[src/quad_cfg_pkg.sv]
// Behaviour
// in 16-input mode converter 13 samples pair 25, or 26 when bit 11 set
// in 16-input mode converter 14 samples pair 27, or 28 when bit 10 set
// in 16-input mode converter 15 samples pair 29, or 30 when bit 9 set
// in 16-input mode converter 16 samples pair 31, or 32 when bit 8 set
// bits 7..5 pick lane 15 test pattern while per-lane pattern enable is set
// bits 4..2 pick lane 16 test pattern while per-lane pattern enable is set
// bits 15..12 power down digital blocks of converters 16..13
// bits 11..8 power down serial output lanes 16..13
// bits 7..4 power down analog blocks of converters 16..13
// bits 3..0 invert conversion data on lanes 16..13
// inversion touches conversion data only, test patterns pass unaltered
// delay field shifts output clock in signed steps of 110 ps
// code 0000 no shift, 0001 plus one step, 1111 minus one step
// software writes zero to reserved bits; registers return what was written
// every field resets to zero
`default_nettype none
package quad_cfg_pkg;
  // register offsets
  localparam logic [7:0] ADDR_INPUT_PATTERN = 8'h3B;
  localparam logic [7:0] ADDR_POWER_INVERT = 8'h3C;
  localparam logic [7:0] ADDR_CLOCK_DELAY = 8'h43;
  // reset values
  localparam logic [15:0] RST_INPUT_PATTERN = 16'h0000;
  localparam logic [15:0] RST_POWER_INVERT = 16'h0000;
  localparam logic [15:0] RST_CLOCK_DELAY = 16'h0000;
  // field positions, lane or channel index 0 stands for number 13
  localparam int STEER_TOP_BIT = 11;
  localparam int LANE15_PAT_LSB = 5;
  localparam int LANE16_PAT_LSB = 2;
  localparam int DIG_PDN_LSB = 12;
  localparam int LANE_PDN_LSB = 8;
  localparam int ANA_PDN_LSB = 4;
  localparam int INVERT_LSB = 0;
  localparam int DELAY_LSB = 1;
  // first input pair of converter 13; each converter owns two pairs
  localparam logic [5:0] PAIR_BASE = 6'h19;
  // output clock delay step in picoseconds
  localparam int DELAY_STEP_PS = 110;
  // test pattern codes
  localparam logic [2:0] PAT_DATA = 3'h0;
  localparam logic [2:0] PAT_ZEROS = 3'h1;
  localparam logic [2:0] PAT_ONES = 3'h2;
  localparam logic [2:0] PAT_TOGGLE_A = 3'h3;
  localparam logic [2:0] PAT_TOGGLE_B = 3'h4;
endpackage : quad_cfg_pkg
`default_nettype wire

[src/lane_sel_if.sv]
`timescale 1ns/1ps
`default_nettype none
// per-lane controls from the register bank and the word chosen for the lane
interface lane_sel_if #(
  parameter int LANE_W = 14
);
  logic [2:0] code;
  logic patEn;
  logic invert;
  logic powerdown;
  logic [LANE_W-1:0] conv;
  logic [LANE_W-1:0] word;
  modport bank (output code, output patEn, output invert, output powerdown, output conv,
                input word);
  modport lane (input code, input patEn, input invert, input powerdown, input conv,
                output word);
endinterface : lane_sel_if
`default_nettype wire

[src/lane_word_select.sv]
`timescale 1ns/1ps
`default_nettype none
module lane_word_select
  import quad_cfg_pkg::*;
#(
  parameter int LANE_W = 14
) (
  lane_sel_if.lane sel
);

  ////////////////////////////////////////////////////////////////////////////
  // pattern table; unknown codes fall back to conversion data
  function automatic logic [LANE_W-1:0] patternWord(input logic [2:0] code);
    logic [LANE_W-1:0] w;
    w = '0;
    for (int b = 0; b < LANE_W; b++) begin
      case (code)
        PAT_ONES: w[b] = 1'b1;
        PAT_TOGGLE_A: w[b] = b[0];
        PAT_TOGGLE_B: w[b] = ~b[0];
        default: w[b] = 1'b0;
      endcase
    end
    return w;
  endfunction : patternWord

  logic patActive;

  ////////////////////////////////////////////////////////////////////////////
  // a quiet lane sends zeros; patterns bypass the inverter
  assign patActive = sel.patEn && (sel.code != PAT_DATA) && (sel.code <= PAT_TOGGLE_B);
  always_comb begin
    if (sel.powerdown) begin
      sel.word = '0;
    end else if (patActive) begin
      sel.word = patternWord(sel.code);
    end else if (sel.invert) begin
      sel.word = ~sel.conv;
    end else begin
      sel.word = sel.conv;
    end
  end

endmodule : lane_word_select
`default_nettype wire

[src/adc_quad_channel_config.sv]
`timescale 1ns/1ps
`default_nettype none
module adc_quad_channel_config
  import quad_cfg_pkg::*;
#(
  parameter int LANE_W = 14,
  parameter int CHANNELS = 4
) (
  input wire logic core_clk,
  input wire logic rst_n,
  input wire logic [7:0] regAddr,
  input wire logic [15:0] regWrData,
  input wire logic regWr,
  input wire logic regRd,
  output logic [15:0] regRdData,
  input wire logic inputMode16,
  input wire logic per_lane_pattern_enable,
  input wire logic [CHANNELS-1:0][LANE_W-1:0] convData,
  output logic [CHANNELS-1:0][LANE_W-1:0] laneData,
  output logic [CHANNELS-1:0][5:0] sampledPair,
  output logic [CHANNELS-1:0] inputPairSelect,
  output logic [CHANNELS-1:0] digitalPowerdown,
  output logic [CHANNELS-1:0] analogPowerdown,
  output logic [CHANNELS-1:0] lanePowerdown,
  output logic [CHANNELS-1:0] laneDataInvert,
  output logic [2:0] lane15_pattern_code,
  output logic [2:0] lane16_pattern_code,
  output logic [3:0] output_clock_delay_code,
  output logic signed [10:0] outputClockDelayPs
);

  ////////////////////////////////////////////////////////////////////////////
  // state

  typedef struct packed {
    logic [15:0] inputPattern;
    logic [15:0] powerInvert;
    logic [15:0] clockDelay;
    logic [15:0] rdData;
    logic [CHANNELS-1:0][5:0] pair;
    logic [CHANNELS-1:0][LANE_W-1:0] lanes;
    logic signed [10:0] delayPs;
  } state_t;

  state_t state_q;
  state_t state_d;

  logic [CHANNELS-1:0][LANE_W-1:0] laneWord;

  ////////////////////////////////////////////////////////////////////////////
  // helpers

  // readback mux, feeds the registered bus answer
  function automatic logic [15:0] readValue(input state_t s, input logic [7:0] addr);
    logic [15:0] v;
    v = 16'h0000;
    if (addr == ADDR_INPUT_PATTERN) begin
      v = s.inputPattern;
    end else if (addr == ADDR_POWER_INVERT) begin
      v = s.powerInvert;
    end else if (addr == ADDR_CLOCK_DELAY) begin
      v = s.clockDelay;
    end
    return v;
  endfunction : readValue

  // signed step count times the step size
  function automatic logic signed [10:0] delayOf(input logic [3:0] code);
    logic signed [15:0] p;
    p = 16'($signed(code)) * 16'(DELAY_STEP_PS);
    return p[10:0];
  endfunction : delayOf

  ////////////////////////////////////////////////////////////////////////////
  // field views of the registers, lane 13 at index 0

  genvar gi;
  generate
    for (gi = 0; gi < CHANNELS; gi++) begin : g_fields
      assign inputPairSelect[gi] = state_q.inputPattern[STEER_TOP_BIT - gi];
      assign digitalPowerdown[gi] = state_q.powerInvert[DIG_PDN_LSB + gi];
      assign lanePowerdown[gi] = state_q.powerInvert[LANE_PDN_LSB + gi];
      assign analogPowerdown[gi] = state_q.powerInvert[ANA_PDN_LSB + gi];
      assign laneDataInvert[gi] = state_q.powerInvert[INVERT_LSB + gi];
    end
  endgenerate

  assign lane15_pattern_code = state_q.inputPattern[LANE15_PAT_LSB +: 3];
  assign lane16_pattern_code = state_q.inputPattern[LANE16_PAT_LSB +: 3];
  assign output_clock_delay_code = state_q.clockDelay[DELAY_LSB +: 4];

  ////////////////////////////////////////////////////////////////////////////
  // lane word selection; lanes 13 and 14 have no test pattern and always select PAT_DATA

  generate
    for (gi = 0; gi < CHANNELS; gi++) begin : g_lane
      lane_sel_if #(.LANE_W(LANE_W)) sel ();
      if (gi == 2) begin : g_p15
        assign sel.code = lane15_pattern_code;
      end else if (gi == 3) begin : g_p16
        assign sel.code = lane16_pattern_code;
      end else begin : g_nop
        assign sel.code = PAT_DATA;
      end
      assign sel.patEn = per_lane_pattern_enable;
      assign sel.invert = laneDataInvert[gi];
      assign sel.powerdown = lanePowerdown[gi];
      assign sel.conv = convData[gi];
      assign laneWord[gi] = sel.word;
      lane_word_select #(.LANE_W(LANE_W)) u_sel (
        .sel(sel.lane)
      );
    end
  endgenerate

  ////////////////////////////////////////////////////////////////////////////
  // next state: register writes, read answer, steering and lane words

  always_comb begin
    state_d = state_q;
    // reserved bits are stored as written so readback matches
    if (regWr) begin
      if (regAddr == ADDR_INPUT_PATTERN) begin
        state_d.inputPattern = regWrData;
      end else if (regAddr == ADDR_POWER_INVERT) begin
        state_d.powerInvert = regWrData;
      end else if (regAddr == ADDR_CLOCK_DELAY) begin
        state_d.clockDelay = regWrData;
      end
    end
    // answer lives one cycle only, unmapped reads give zero
    state_d.rdData = regRd ? readValue(state_q, regAddr) : 16'h0000;
    for (int c = 0; c < CHANNELS; c++) begin
      // even pair of a converter only counts in 16-input mode
      state_d.pair[c] = PAIR_BASE + 6'(2 * c)
        + {5'h00, inputMode16 & inputPairSelect[c]};
    end
    state_d.lanes = laneWord;
    state_d.delayPs = delayOf(output_clock_delay_code);
  end

  // all fields clear at reset: odd pairs, powered, no inversion, no delay
  always_ff @(posedge core_clk or negedge rst_n) begin
    if (!rst_n) begin
      state_q.inputPattern <= RST_INPUT_PATTERN;
      state_q.powerInvert <= RST_POWER_INVERT;
      state_q.clockDelay <= RST_CLOCK_DELAY;
      state_q.rdData <= 16'h0000;
      for (int c = 0; c < CHANNELS; c++) begin
        state_q.pair[c] <= PAIR_BASE + 6'(2 * c);
      end
      state_q.lanes <= '0;
      state_q.delayPs <= 11'sh000;
    end else begin
      state_q <= state_d;
    end
  end

  ////////////////////////////////////////////////////////////////////////////
  // outputs from flip-flops

  assign regRdData = state_q.rdData;
  assign laneData = state_q.lanes;
  assign sampledPair = state_q.pair;
  assign outputClockDelayPs = state_q.delayPs;
endmodule : adc_quad_channel_config
`default_nettype wire

[config.mk]
export PLATFORM = sky130hd
export DESIGN_NAME = adc_quad_channel_config
export DESIGN_NICKNAME = d
export VERILOG_FILES = /design/src/quad_cfg_pkg.sv /design/src/lane_sel_if.sv /design/src/lane_word_select.sv /design/src/adc_quad_channel_config.sv
export SDC_FILE = /design/constraint.sdc
export NUM_CORES = 1
export LEC_CHECK = 0
export ABC_AREA = 1
export BUFFER_PORTS_ARGS = -buffer_cell sky130_fd_sc_hd__buf_2
export CORE_ASPECT_RATIO = 0.6
export CORE_MARGIN = 3
export CORE_UTILIZATION = 41
export DETAILED_ROUTE_END_ITERATION = 10
export PLACE_DENSITY = 0.66
export SYNTH_ARGS = -nofsm -noshare
export SYNTH_HDL_FRONTEND = slang
export SYNTH_SLANG_ARGS = --single-unit
export TNS_END_PERCENT = 30
[constraint.sdc]
create_clock -name core_clk -period 3.16 [get_ports core_clk]
set_input_delay 0.158 -clock core_clk [delete_from_list [all_inputs] [get_ports core_clk]]
set_output_delay 0.158 -clock core_clk [all_outputs]
set_load 0.03 [all_outputs]
==> impl_metrics.ini <==
[synthesis]
ys_seq_area_share_pct = 47.25
synth_warnings = 0
synthDistinctLibCells = 30
synth_cells = 807
synth_enable_flop_cells = 0
avgSynthCellArea_um2 = 9.070
netlist_area_um2 = 7320
postSynth.asyncResetShare_pct = 100.0
synth-seq-cells = 138
synthFlopType = dfrtp_1

[critical_path]
cpMostUsedCell = ha_1
slowest_delay_ps = 560
critPathRequiredTime_ps = 3470
end_kind = flop
path_class = flop to flop
cpMaxStageDelayCell = dfrtp_1
crit_arrival_ps = 3150
path_cells = inv_1 > ha_1 > ha_1 > fa_1 > ha_1 > fa_1 > nand4_1 > nand3_1 > nand2_1 > nand2_1
regToRegSetupSlack_ps = 320
r2r_start = output_clock_delay_code[2]
path_max_fanout = 9
crit_family = adder cells
worst-path-buf-inv = 1
r2r_end = outputClockDelayPs[10]
r2r_cells = 10
start_kind = flop

[routing]
avgViaCountPerCell = 4.645
postRouteAntennaNets = 0
routed_wl_um = 17870
first_pass_iters = 5
post_drt_wl_per_cell_um = 15.25
drtIter0Drc = 322
vias = 5444
drcViolationCount = 0

[timing]
slew_violations = 0
setup_violations = 0
finalHoldViolations = 1
fin_crit_sh_pct = 89.85
min_period_ps = 2839
max_freq_mhz = 352.2
fin_skew_ps = 12.28
holdWs_ps = -2.725
grt_setup_unrepaired = false
final.setup.tns_ps = 0
worst_slew_pin_slew_ps = 955.3
finalWorstSetupSlack_ps = 320.8
slew_headroom_pct = 36.25

[status]
status = finished, violations left
violations = negative hold slack

[worst_hold_path]
hp-start = convData[20]
hold_class = primary input to flop
whs_path_depth = 3
min_delay_worst_endpoint = laneData[20]

[cts]
clock_sinks = 138
cts-resized-gates = 0
cts_tree = yes
clockRootBuffer = clkbuf_16
insertion_delay_ps = 410
cts.clk_slew.worst_paths_ps = 70
postCtsSetupBuffers = 0
numCtsBuffers = 17
h-tree-depth = 4
cts.path.max_buffers = 2
cts_hold_buf = 43

[global_route]
grt_max_degree = 88
antenna_found_initial = 0
grtUsageTotal_pct = 18.57
grt_pass1_vias = 5325
grt_overflow = 0
grt_pass1_wl_um = 28020

[floorplanning]
start_util_pct = 42.27
dieWidth_um = 178.5
fp-row-count = 37
die_h_um = 109.5
core_area_um2 = 17310
ioPinCount = 223
dieArea_um2 = 19540

[finish]
final_cell_mix = 209 x buf_2, 140 x nand2_1, 134 x dfrtp_1, 77 x nand3_1, 55 x inv_1
diodes = 0
nets = 1032
syn_to_final_growth_pct = 16.99
final_common_cell = buf_2
drive_above_1_share_pct = 29.21
num-fill-cells = 1673

[power_and_ir_drop]
pwr-share-clk_pct = 37.9
seqPwrFrac_pct = 39.7
power_density_nw_per_um2 = 597.4
p_sw_share_pct = 32.67
ir_drop_v = 0.0003360
intPower_mw = 3.444
p_sw_mw = 1.671
p_comb_share_pct = 22.4
leakagePower_nw = 4.573

[placement]
portBuffers = 210
place_congestion = 0.7913
dp_hpwl_um = 12210
pre_cts_ws_ps = 340.3

[job]
cap_violations = 0
[final cells by class]
class	count	area [µm²]	share of cell area, %
multi-input combinational	450	2477	28.93
tap	234	292.8	3.419
timing repair buffer	261	1548	18.07
sequential	138	3458	40.39
clock inverter	14	133.9	1.563
clock buffer	18	439.2	5.129
inverter	57	214.0	2.499
[synth_stat cells (16+ instances only)]
cell,instances,area [µm²]
nor2_1,48,180.2
dfrtp_1,134,3353
buf_2,20,100.1
buf_4,137,1028
a21oi_1,23,115.1
o21ai_0,19,95.09
inv_1,55,206.5
nand4_1,20,125.1
nand3_1,77,385.4
o21ai_1,16,80.08
nand2_1,140,525.5
ha_1,17,212.7
xnor2_1,45,394.1
[registers in the layout, indices dropped and copies added (netlist names), 8 cells and up]
register and count:
laneData 56, state_q 18, sampledPair 8, outputClockDelayPs 10
regRdData 16
[power by group through the flow]
stage          clock network [mW]  registers (mW)  logic (mW)
2_1_floorplan                   0            2.03        1.01
3_3_place_gp                    0            2.06        1.10
3_5_place_dp                    0            2.06        1.11
4_1_cts                      1.99            2.03        1.16
5_1_grt                      2.06            2.05        1.26
6_report                     1.94            2.03        1.15
[worst max path at each step]
| stage | cells after the start | end | startpoint |
|---|---|---|---|
| after floorplan | 9 | outputClockDelayPs[8] | output_clock_delay_code[1] |
| after global placement | 10 | outputClockDelayPs[10] | output_clock_delay_code[1] |
| after CTS | 10 | outputClockDelayPs[10] | output_clock_delay_code[2] |
| after global routing | 10 | outputClockDelayPs[10] | output_clock_delay_code[2] |
| final | 10 | outputClockDelayPs[10] | output_clock_delay_code[2] |
| after detailed placement | 10 | outputClockDelayPs[10] | output_clock_delay_code[1] |
[per-layer routing]
metal	track usage (%)	up-vias	routed length [µm]
met5	0	-	0
met4	4.167	0	98
met3	5.418	7	1394
met2	29.29	199	7854
met1	25.49	2598	8526
li1	-	2640	-
[tightest hold or removal path: cells and delay by family]
kind | cells | cell delay [ps]
and+or+nand+nor | 1 | 80
buffers and inverters | 1 | 80
xor gates and xnor gates | 1 | 60
[per-stage QoR]
step	util [%]	instances	hold slack [ps]	instance area [µm²]	total power, mW
6_report	49.46	1172	-2.725	8563	5.116
5_1_grt	49.46	1172	9.607	8563	5.373
4_1_cts	49.46	1172	3.102	8563	5.175
3_5_place_dp	43.66	1097	297.2	7560	3.171
3_3_place_gp	43.66	1097	287.0	7560	3.158
2_1_floorplan	-	817	-137.6	7357	3.033
[kinds of logic after synthesis]
family	Yosys count	synth area share, %
other	2	0.1026
AOI/OAI and AO/OA	60	4.171
and+or+nand+nor	303	18.60
adders and majority gates	21	4.000
DFF	138	47.25
buffers and inverters	229	19.42
xor gates and xnor gates	54	6.462
No activity file was read; power rests on OpenSTA's default activity.
